`src/design/gbt_regs.svh`:
```
// Register map, field positions and fixed values of the group base timer
// Notes on behaviour
// - Either start bit set starts counting
// - Up/down mode reverses downward at FFFFh
// - Up/down match reset: down two counts after match
// - Up/down counting down turns upward at 0000h
// - Mode field b6:b5 selects counting mode
// - Low selected interrupt pin resets timer
// - Reset source 000b: timer runs freely
`ifndef GBT_REGS_SVH
`define GBT_REGS_SVH

// ==========================================================================
// Bus geometry
`define GBT_ADDR_W 8
`define GBT_DATA_W 32
`define GBT_STRB_W 4
`define GBT_CNT_W 16

// ==========================================================================
// Register offsets
`define GBT_OFS_START 8'h00
`define GBT_OFS_CTRL1 8'h04
`define GBT_OFS_CMP0 8'h08
`define GBT_OFS_COUNT 8'h0c
`define GBT_OFS_DIV 8'h10

// ==========================================================================
// Field positions
`define GBT_BIT_GSTART 0
`define GBT_BIT_GRPSTART 1
`define GBT_RSRC_LSB 0
`define GBT_RSRC_MSB 2
`define GBT_BIT_MATCH 3
`define GBT_MODE_LSB 5
`define GBT_MODE_MSB 6
`define GBT_BIT_DIR 16

// ==========================================================================
// Values
`define GBT_RSRC_NONE 3'h0
`define GBT_RSRC_PIN0 3'h1
`define GBT_RSRC_PIN1 3'h2
`define GBT_CNT_MAX 16'hffff
`define GBT_CNT_MIN 16'h0000
`define GBT_CNT_STEP 16'h0001
`define GBT_DIV_RST 16'h0000
`define GBT_RESP_OKAY 2'h0
`define GBT_RESP_SLVERR 2'h2

// ==========================================================================
// Synchronised pins
`define GBT_NPINS 4
`define GBT_PIN_IRQ0 0
`define GBT_PIN_IRQ1 1
`define GBT_PIN_PHA 2
`define GBT_PIN_PHB 3

`endif

```
`src/design/gbt_pkg.sv`:
```
// Types of the group base timer
`default_nettype none
package gbt_pkg;
  typedef enum logic [1:0] {
    gbt_mode_inc = 2'h0,
    gbt_mode_updn = 2'h1,
    gbt_mode_2ph = 2'h2,
    gbt_mode_rsvd = 2'h3
  } gbt_mode_t;

  typedef enum logic {
    gbt_dir_up = 1'h0,
    gbt_dir_down = 1'h1
  } gbt_dir_t;
endpackage : gbt_pkg
`default_nettype wire

```
`src/design/gbt_ctl_if.sv`:
```
// Control and status bundle between the register side and the counter core
`timescale 1ns/1ps
`default_nettype none
`include "gbt_regs.svh"
interface gbt_ctl_if;
  logic run;
  logic tick;
  logic [1:0] mode;
  logic match_sel;
  logic [2:0] rsrc;
  logic [`GBT_CNT_W-1:0] cmp;
  logic [1:0] irq_n;
  logic quad_up;
  logic quad_dn;
  logic [`GBT_CNT_W-1:0] count;
  logic dir_down;

  modport top (output run, tick, mode, match_sel, rsrc, cmp, irq_n,
               quad_up, quad_dn, input count, dir_down);
  modport core (input run, tick, mode, match_sel, rsrc, cmp, irq_n,
                quad_up, quad_dn, output count, dir_down);
endinterface : gbt_ctl_if
`default_nettype wire

```
`src/design/gbt_top.sv`:
```
// Group base timer with AXI4-Lite register slave
`timescale 1ns/1ps
`default_nettype none
`include "gbt_regs.svh"
module gbt_top (
  // Clock and reset
  input wire logic aclk,
  input wire logic aresetn,
  // AXI4-Lite write address and data
  input wire logic [`GBT_ADDR_W-1:0] s_axi_awaddr,
  input wire logic s_axi_awvalid,
  output logic s_axi_awready,
  input wire logic [`GBT_DATA_W-1:0] s_axi_wdata,
  input wire logic [`GBT_STRB_W-1:0] s_axi_wstrb,
  input wire logic s_axi_wvalid,
  output logic s_axi_wready,
  // AXI4-Lite write response
  output logic [1:0] s_axi_bresp,
  output logic s_axi_bvalid,
  input wire logic s_axi_bready,
  // AXI4-Lite read
  input wire logic [`GBT_ADDR_W-1:0] s_axi_araddr,
  input wire logic s_axi_arvalid,
  output logic s_axi_arready,
  output logic [`GBT_DATA_W-1:0] s_axi_rdata,
  output logic [1:0] s_axi_rresp,
  output logic s_axi_rvalid,
  input wire logic s_axi_rready,
  // Pins
  input wire logic ext_irq_pin_zero_n,
  input wire logic ext_irq_pin_one_n,
  input wire logic phase_a,
  input wire logic phase_b
);
  // ========================================================================
  // Registers
  logic [1:0] start_bits;
  logic [7:0] group_base_control_one;
  logic [`GBT_CNT_W-1:0] group_compare_zero;
  logic [`GBT_CNT_W-1:0] divisor;
  logic [`GBT_CNT_W-1:0] div_cnt;
  logic [`GBT_ADDR_W-1:0] waddr_q;
  logic [`GBT_DATA_W-1:0] wdata_q;
  logic [`GBT_STRB_W-1:0] wstrb_q;
  logic pha_d;
  wire logic [`GBT_DATA_W-1:0] v_start;
  wire logic [`GBT_DATA_W-1:0] v_ctrl1;
  wire logic [`GBT_DATA_W-1:0] v_cmp0;
  wire logic [`GBT_DATA_W-1:0] v_count;
  wire logic [`GBT_DATA_W-1:0] v_div;
  wire logic [`GBT_DATA_W-1:0] wmask;
  wire logic [`GBT_DATA_W-1:0] n_start;
  wire logic [`GBT_DATA_W-1:0] n_ctrl1;
  wire logic [`GBT_DATA_W-1:0] n_cmp0;
  wire logic [`GBT_DATA_W-1:0] n_div;
  wire logic [`GBT_DATA_W-1:0] rd_word;
  wire logic [`GBT_NPINS-1:0] pin_raw;
  wire logic [`GBT_NPINS-1:0] pin_f;
  wire logic do_write;
  wire logic wr_start;
  wire logic wr_ctrl1;
  wire logic wr_cmp0;
  wire logic wr_count;
  wire logic wr_div;
  wire logic wr_ok;
  wire logic rd_ok;
  wire logic tick;
  wire logic a_rise;

  gbt_ctl_if ctl ();

  // ========================================================================
  // Register views and byte lane merge
  assign v_start = {{(`GBT_DATA_W-2){1'b0}}, start_bits};
  assign v_ctrl1 = {{(`GBT_DATA_W-8){1'b0}}, group_base_control_one};
  assign v_cmp0 = {{(`GBT_DATA_W-`GBT_CNT_W){1'b0}}, group_compare_zero};
  assign v_div = {{(`GBT_DATA_W-`GBT_CNT_W){1'b0}}, divisor};
  assign v_count = {{(`GBT_DATA_W-`GBT_CNT_W-1){1'b0}}, ctl.dir_down,
                    ctl.count};

  genvar gb;
  for (gb = 0; gb < `GBT_STRB_W; gb++) begin : g_mask
    assign wmask[gb*8 +: 8] = {8{wstrb_q[gb]}};
  end

  assign n_start = (v_start & ~wmask) | (wdata_q & wmask);
  assign n_ctrl1 = (v_ctrl1 & ~wmask) | (wdata_q & wmask);
  assign n_cmp0 = (v_cmp0 & ~wmask) | (wdata_q & wmask);
  assign n_div = (v_div & ~wmask) | (wdata_q & wmask);

  // ========================================================================
  // Write channel: address and data are taken in either order
  assign do_write = !s_axi_awready && !s_axi_wready && !s_axi_bvalid;
  assign wr_start = do_write && (waddr_q == `GBT_OFS_START);
  assign wr_ctrl1 = do_write && (waddr_q == `GBT_OFS_CTRL1);
  assign wr_cmp0 = do_write && (waddr_q == `GBT_OFS_CMP0);
  assign wr_count = do_write && (waddr_q == `GBT_OFS_COUNT);
  assign wr_div = do_write && (waddr_q == `GBT_OFS_DIV);
  assign wr_ok = wr_start || wr_ctrl1 || wr_cmp0 || wr_count || wr_div;

  always_ff @(posedge aclk) begin
    if (!aresetn) begin
      s_axi_awready <= 1'b1;
      s_axi_wready <= 1'b1;
      s_axi_bvalid <= 1'b0;
      s_axi_bresp <= `GBT_RESP_OKAY;
      waddr_q <= `GBT_OFS_START;
      wdata_q <= {`GBT_DATA_W{1'b0}};
      wstrb_q <= {`GBT_STRB_W{1'b0}};
    end else begin
      if (s_axi_awvalid && s_axi_awready) begin
        s_axi_awready <= 1'b0;
        waddr_q <= s_axi_awaddr;
      end
      if (s_axi_wvalid && s_axi_wready) begin
        s_axi_wready <= 1'b0;
        wdata_q <= s_axi_wdata;
        wstrb_q <= s_axi_wstrb;
      end
      if (do_write) begin
        s_axi_bvalid <= 1'b1;
        s_axi_bresp <= wr_ok ? `GBT_RESP_OKAY : `GBT_RESP_SLVERR;
      end
      if (s_axi_bvalid && s_axi_bready) begin
        s_axi_bvalid <= 1'b0;
        s_axi_awready <= 1'b1;
        s_axi_wready <= 1'b1;
      end
    end
  end

  always_ff @(posedge aclk) begin
    if (!aresetn) begin
      start_bits <= 2'h0;
      group_base_control_one <= 8'h00;
      group_compare_zero <= `GBT_CNT_MIN;
      divisor <= `GBT_DIV_RST;
    end else begin
      if (wr_start) begin
        start_bits <= n_start[1:0];
      end
      if (wr_ctrl1) begin
        group_base_control_one <= n_ctrl1[7:0];
      end
      if (wr_cmp0) begin
        group_compare_zero <= n_cmp0[`GBT_CNT_W-1:0];
      end
      if (wr_div) begin
        divisor <= n_div[`GBT_CNT_W-1:0];
      end
    end
  end

  // ========================================================================
  // Read channel
  assign rd_ok = (s_axi_araddr == `GBT_OFS_START) ||
                 (s_axi_araddr == `GBT_OFS_CTRL1) ||
                 (s_axi_araddr == `GBT_OFS_CMP0) ||
                 (s_axi_araddr == `GBT_OFS_COUNT) ||
                 (s_axi_araddr == `GBT_OFS_DIV);
  assign rd_word = (s_axi_araddr == `GBT_OFS_START) ? v_start :
                   (s_axi_araddr == `GBT_OFS_CTRL1) ? v_ctrl1 :
                   (s_axi_araddr == `GBT_OFS_CMP0) ? v_cmp0 :
                   (s_axi_araddr == `GBT_OFS_COUNT) ? v_count :
                   (s_axi_araddr == `GBT_OFS_DIV) ? v_div :
                   {`GBT_DATA_W{1'b0}};

  always_ff @(posedge aclk) begin
    if (!aresetn) begin
      s_axi_arready <= 1'b1;
      s_axi_rvalid <= 1'b0;
      s_axi_rdata <= {`GBT_DATA_W{1'b0}};
      s_axi_rresp <= `GBT_RESP_OKAY;
    end else if (s_axi_arvalid && s_axi_arready) begin
      s_axi_arready <= 1'b0;
      s_axi_rvalid <= 1'b1;
      s_axi_rdata <= rd_word;
      s_axi_rresp <= rd_ok ? `GBT_RESP_OKAY : `GBT_RESP_SLVERR;
    end else if (s_axi_rvalid && s_axi_rready) begin
      s_axi_rvalid <= 1'b0;
      s_axi_arready <= 1'b1;
    end
  end

  // ========================================================================
  // Pin synchronisers: a change counts once stages two and three agree
  assign pin_raw = {phase_b, phase_a, ext_irq_pin_one_n, ext_irq_pin_zero_n};

  genvar gi;
  for (gi = 0; gi < `GBT_NPINS; gi++) begin : g_sync
    logic s1;
    logic s2;
    logic s3;
    logic f;
    always_ff @(posedge aclk) begin
      if (!aresetn) begin
        s1 <= 1'b1;
        s2 <= 1'b1;
        s3 <= 1'b1;
        f <= 1'b1;
      end else begin
        s1 <= pin_raw[gi];
        s2 <= s1;
        s3 <= s2;
        if (s2 == s3) begin
          f <= s3;
        end
      end
    end
    assign pin_f[gi] = f;
  end

  // ========================================================================
  // Count source divider and two-phase decode
  assign tick = (div_cnt >= divisor);
  assign a_rise = pin_f[`GBT_PIN_PHA] && !pha_d;

  always_ff @(posedge aclk) begin
    if (!aresetn) begin
      div_cnt <= `GBT_CNT_MIN;
      pha_d <= 1'b1;
    end else begin
      div_cnt <= tick ? `GBT_CNT_MIN : div_cnt + `GBT_CNT_STEP;
      pha_d <= pin_f[`GBT_PIN_PHA];
    end
  end

  // ========================================================================
  // Core
  assign ctl.run = start_bits[`GBT_BIT_GSTART] ||
                   start_bits[`GBT_BIT_GRPSTART];
  assign ctl.tick = tick;
  assign ctl.mode = group_base_control_one[`GBT_MODE_MSB:`GBT_MODE_LSB];
  assign ctl.match_sel = group_base_control_one[`GBT_BIT_MATCH];
  assign ctl.rsrc = group_base_control_one[`GBT_RSRC_MSB:`GBT_RSRC_LSB];
  assign ctl.cmp = group_compare_zero;
  assign ctl.irq_n = pin_f[`GBT_PIN_IRQ1:`GBT_PIN_IRQ0];
  assign ctl.quad_up = a_rise && !pin_f[`GBT_PIN_PHB];
  assign ctl.quad_dn = a_rise && pin_f[`GBT_PIN_PHB];

  gbt_core u_core (
    .aclk(aclk),
    .aresetn(aresetn),
    .ctl(ctl)
  );
endmodule : gbt_top
`default_nettype wire

```
`src/design/gbt_core.sv`:
```
// Counter core of the group base timer
`timescale 1ns/1ps
`default_nettype none
`include "gbt_regs.svh"
module gbt_core (
  // Clock and reset
  input wire logic aclk,
  input wire logic aresetn,
  // Control and status
  gbt_ctl_if.core ctl
);
  // ========================================================================
  // Decode
  gbt_pkg::gbt_mode_t mode;
  gbt_pkg::gbt_dir_t dir;
  gbt_pkg::gbt_dir_t next_dir;
  logic [`GBT_CNT_W-1:0] count;
  logic [`GBT_CNT_W-1:0] next_count;
  wire logic [`GBT_CNT_W-1:0] cmp_plus;
  wire logic ext_rst;
  wire logic hit;
  wire logic turn;

  assign mode = gbt_pkg::gbt_mode_t'(ctl.mode);
  assign cmp_plus = ctl.cmp + `GBT_CNT_STEP;
  // Source 000b and unused codes never reset the timer
  assign ext_rst = ((ctl.rsrc == `GBT_RSRC_PIN0) && !ctl.irq_n[0]) ||
                   ((ctl.rsrc == `GBT_RSRC_PIN1) && !ctl.irq_n[1]);
  assign hit = ctl.match_sel && (count == ctl.cmp);
  // Turning one count past the match makes the first down step the second
  assign turn = ctl.match_sel && (ctl.cmp != `GBT_CNT_MAX) &&
                (count == cmp_plus);

  // ========================================================================
  // Next state
  always_comb begin
    next_count = count;
    next_dir = dir;
    if (ext_rst) begin
      next_count = `GBT_CNT_MIN;
      next_dir = gbt_pkg::gbt_dir_up;
    end else if (ctl.run) begin
      case (mode)
        gbt_pkg::gbt_mode_inc: begin
          if (ctl.tick) begin
            next_dir = gbt_pkg::gbt_dir_up;
            next_count = hit ? `GBT_CNT_MIN : count + `GBT_CNT_STEP;
          end
        end
        gbt_pkg::gbt_mode_updn: begin
          if (ctl.tick) begin
            case (dir)
              gbt_pkg::gbt_dir_up: begin
                if ((count == `GBT_CNT_MAX) || turn) begin
                  next_dir = gbt_pkg::gbt_dir_down;
                  next_count = count - `GBT_CNT_STEP;
                end else begin
                  next_count = count + `GBT_CNT_STEP;
                end
              end
              gbt_pkg::gbt_dir_down: begin
                if (count == `GBT_CNT_MIN) begin
                  next_dir = gbt_pkg::gbt_dir_up;
                  next_count = count + `GBT_CNT_STEP;
                end else begin
                  next_count = count - `GBT_CNT_STEP;
                end
              end
              default: begin
                next_dir = gbt_pkg::gbt_dir_up;
              end
            endcase
          end
        end
        gbt_pkg::gbt_mode_2ph: begin
          // The phase pins are the count source in this mode
          if (ctl.quad_up) begin
            next_count = count + `GBT_CNT_STEP;
          end else if (ctl.quad_dn) begin
            next_count = count - `GBT_CNT_STEP;
          end
        end
        default: begin
          // Reserved code: the timer simply holds
          next_count = count;
        end
      endcase
    end
  end

  always_ff @(posedge aclk) begin
    if (!aresetn) begin
      count <= `GBT_CNT_MIN;
      dir <= gbt_pkg::gbt_dir_up;
    end else begin
      count <= next_count;
      dir <= next_dir;
    end
  end

  assign ctl.count = count;
  assign ctl.dir_down = (dir == gbt_pkg::gbt_dir_down);
endmodule : gbt_core
`default_nettype wire

```
`config.mk`:
```
export PLATFORM = sky130hd
export DESIGN_NAME = gbt_top
export DESIGN_NICKNAME = d
export VERILOG_FILES = /design/src/design/gbt_pkg.sv /design/src/design/gbt_ctl_if.sv /design/src/design/gbt_top.sv /design/src/design/gbt_core.sv
export VERILOG_INCLUDE_DIRS = /design/src /design/src/design
export SDC_FILE = /design/constraint.sdc
export NUM_CORES = 1
export LEC_CHECK = 0
export BUFFER_PORTS_ARGS = -buffer_cell sky130_fd_sc_hd__buf_4
export CORE_MARGIN = 1
export CORE_UTILIZATION = 61
export CTS_BUF_LIST = sky130_fd_sc_hd__clkbuf_8
export DETAILED_ROUTE_END_ITERATION = 6
export GPL_ROUTABILITY_DRIVEN = 0
export PLACE_DENSITY_LB_ADDON = 0.25
export SLEW_MARGIN = 30
export SYNTH_ARGS = -nofsm -noshare
export SYNTH_HDL_FRONTEND = slang
export SYNTH_HIERARCHICAL = 1
export SYNTH_SLANG_ARGS = --single-unit
```
`constraint.sdc`:
```
create_clock -name aclk -period 3.3 [get_ports aclk]
set_input_delay 0.33 -clock aclk [delete_from_list [all_inputs] [get_ports aclk]]
set_output_delay 0.33 -clock aclk [all_outputs]
set_load 0.1 [all_outputs]
```
==> results.md <==
* Root buf cell: clkbuf_8
* Fin nets at 1,175
* Worst EP arrival at 3.50 ns
* DP Wirelength at 14.91 mm
* Largest stage delay, worst path at 0.56 ns
* Yosys reg bits at 142
* Max-cap violations at 0
* Setup bufs post-CTS at 0
* Vias in the first global route at 7,054
* Vias per std cell at 5.969
* Width of the die at 119.6 um
* Vias post-DR at 7,617
* Dominant cells by area after synthesis: dfxtp_1, nand2_1, o21ai_0, mux2i_1, ha_1
* Post-Synth Adder-Cell Area at 3.708%
* Crit-path cells: ha_2 -> and3_2 -> and3_2 -> a21oi_1 -> or4_4 -> or4_4 -> a21oi_4 -> o21ai_2 -> a221oi_1 -> o32ai_1
* Synth Instances at 1,031
* I/O pin count at 104
* Sum of negative setup slack at 0 ns
* Leakage power at 3.772 nW
* 1st-iter DRT viols at 664
* Syn_area_per_cell at 8.183 um2
* Met3 routed WL at 1.541 mm
* Final cycle utilization of the critical path at 95.69%
* Post-synthesis cell area at 8437 um2
* PortBufs at 68
* Final Slew Violations at 0
* Cells after DPL at 1,244
* Cell Rows at 42
* Commonest cells after routing, fill and taps aside: dfxtp_1, nand2_1, buf_4
* Clock Sinks at 142
* Highest Signal Layer: met4
* Synth top area share at 33.69%
* Largest family of logic cells by synthesized area: simple AND/OR/NAND/NOR gates
* N_diodes at 0
* Antenna violations before repair at 0
* Crit. End Element: register
* Setup CP Type: reg2reg
* Status: completed
* Fin. Hold Viols at 0
* # fillers at 1,085
* Drt drc at 0
* Worst skew pair latency at 0.48 ns
* CP bufs+invs at 0
* Max transition margin at 49.88%
* First-pass GRT wire length at 34.28 mm
* VDD IR-drop max at 0.3760 mV
* FMAX at 316.7 MHz
* Core Area at 13,350 um2
* Worst hold stages at 2
* Commonest non-fill, non-tap cell in the layout: dfxtp_1
* Die Ht at 119.6 um
* Inserted Clock Buffers at 17
* CP Data Required Time at 3.64 ns
* Avg WL per Cell at 16.50 um
* Layout cells sized above 1 at 16.45%
* FFs w/ async S/R, synth at 0%
* Largest net degree at the start of global routing at 83
* Post-cts resize count at 0
* Post-Synth XOR/XNOR Area at 5.502%
* Cell variety after synth at 78
* Slew @ Worst Pin at 0.7518 ns
* Family with the most delay on the worst path: simple AND/OR/NAND/NOR gates
* Synth Area in Simple Gates at 25.08%
* Initial Utilization at 63.21%
* Register area share after synthesis at 33.69%
* Crit-path max FO at 6
* Max Clock Skew at 0.01223 ns
* Mux contribution to synthesized area at 5.042%
* Cells on worst reg2reg path at 10
* Critical path depth at 10
* Antenna viol nets, final at 0
* Number of setup violations in the final report at 0
* RSZ-0062 raised after global routing: no
* Number of synthesized flops with an enable pin at 0
* Final worst path period need at 3.158 ns
* H-tree Lvls at 4
* Pwr dens at 384.2 nW/um2
* Critical path startpoint category: register
* Post-synth top flop: dfxtp_1
* Clk pin slew, worst setup/hold paths at 0.09 ns
* Die area at 14,310 um2
* Synth warn at 6
* Slowest cell on crit path: or4_4
* Post-Layout Cell Count at 1,276
* All-Layer GR Usage at 30.23%
* GR Overflow Total at 0
* Synthesis-to-finish area growth at 11.97%
* Post-synthesis compound-gate area fraction at 19.40%
* Metal2 WL at 9.724 mm
* Type of the tightest min-delay check: in2reg
* Cts hold-fix bufs at 0
* 1st-pass router iterations at 5
* Final wirelength at 21.05 mm
* Met1 WL at 9.402 mm
* Deepest clock path buffer count at 2
* Synth area leader: dfxtp_1
* CTS tree: done
-- kinds of logic (layout without fill, tap and decap cells) --
logic type / count (synthesis) / after routing
muxes: 42 / 42
buffers and inverters: 120 / 173
AOI/OAI and AO/OA: 248 / 248
DFF: 142 / 142
xor gates and xnor gates: 53 / 53
adders and majority gates: 25 / 25
other: 1 / 17
and+or+nand+nor: 400 / 400
-- synthesized netlist by cell type, types with 5 or more instances --
cell type / instances
nor3_1: 18
and3_1: 10
nor2b_1: 38
inv_1: 38
nor2_1: 51
mux2i_1: 38
clkbuf_8: 5
o22ai_1: 7
nand4_1: 17
xor2_1: 29
xnor2_1: 24
a22oi_1: 7
buf_2: 6
a31oi_1: 9
nand4b_1: 5
dfxtp_1: 142
nand2b_1: 31
nor4_1: 13
a22o_1: 10
o211ai_1: 11
a211oi_1: 8
and2_1: 8
nand2_1: 119
buf_4: 22
a21boi_0: 29
o221a_2: 8
ha_1: 25
o21ai_0: 83
clkbuf_1: 38
or3_1: 6
nor3b_1: 7
nand3_1: 48
a21oi_1: 41
-- layout make-up --
cell class	instances	area [um2]	share of cell area [%]
clock buffers	18	247.7	2.623
inverters	38	142.6	1.510
multi-input cells	785	5039	53.34
clock inverters	14	180.2	1.907
flip-flops and latches	142	2844	30.11
repair buffers	103	773.2	8.185
well taps	176	220.2	2.331
-- power by group --
part           switching (mW)  total, mW  internal [mW]
sequential             0.0317       1.78           1.74
combinational           0.250      0.346         0.0965
clock                   0.728       1.51          0.778
total                    1.01       3.63           2.62
-- final timing paths --
path,startpoint,to,slack (ns)
worst max register to register,register,u_core/ctl.count[11]$_SDFFE_PP0P_,0.14
worst min register to register,g_sync[3].s1$_SDFF_PN1_,g_sync[3].s2$_SDFF_PN1_,0.41
worst max-delay path,register,u_core/ctl.count[11]$_SDFFE_PP0P_,0.14
worst min-delay path,phase_a,g_sync[2].s1$_SDFF_PN1_,0.04
-- routing by layer --
metal	up-vias	track usage [%]
li1	3719	-
met1	3551	40.09
met2	313	48.05
met3	34	6.797
met4	0	10.94
met5	-	0
-- metrics by stage --
step / setup slack, ns / cell area [um2] / hold slack (ns) / utilization, % / total power, mW
floorplan: 0.3131 / 8497 / 0.3863 / - / 2.084
global placement: 0.2386 / 9002 / 0.3887 / 67.44 / 2.155
detailed placement: 0.1931 / 9002 / 0.3914 / 67.44 / 2.161
CTS: 0.1573 / 9430 / 0.01363 / 70.65 / 3.651
global route: 0.001870 / 9447 / 0.006877 / 70.77 / 3.751
finish: 0.1421 / 9447 / 0.03992 / 70.77 / 3.629
Note: power is estimated with default switching activity, not from simulation.
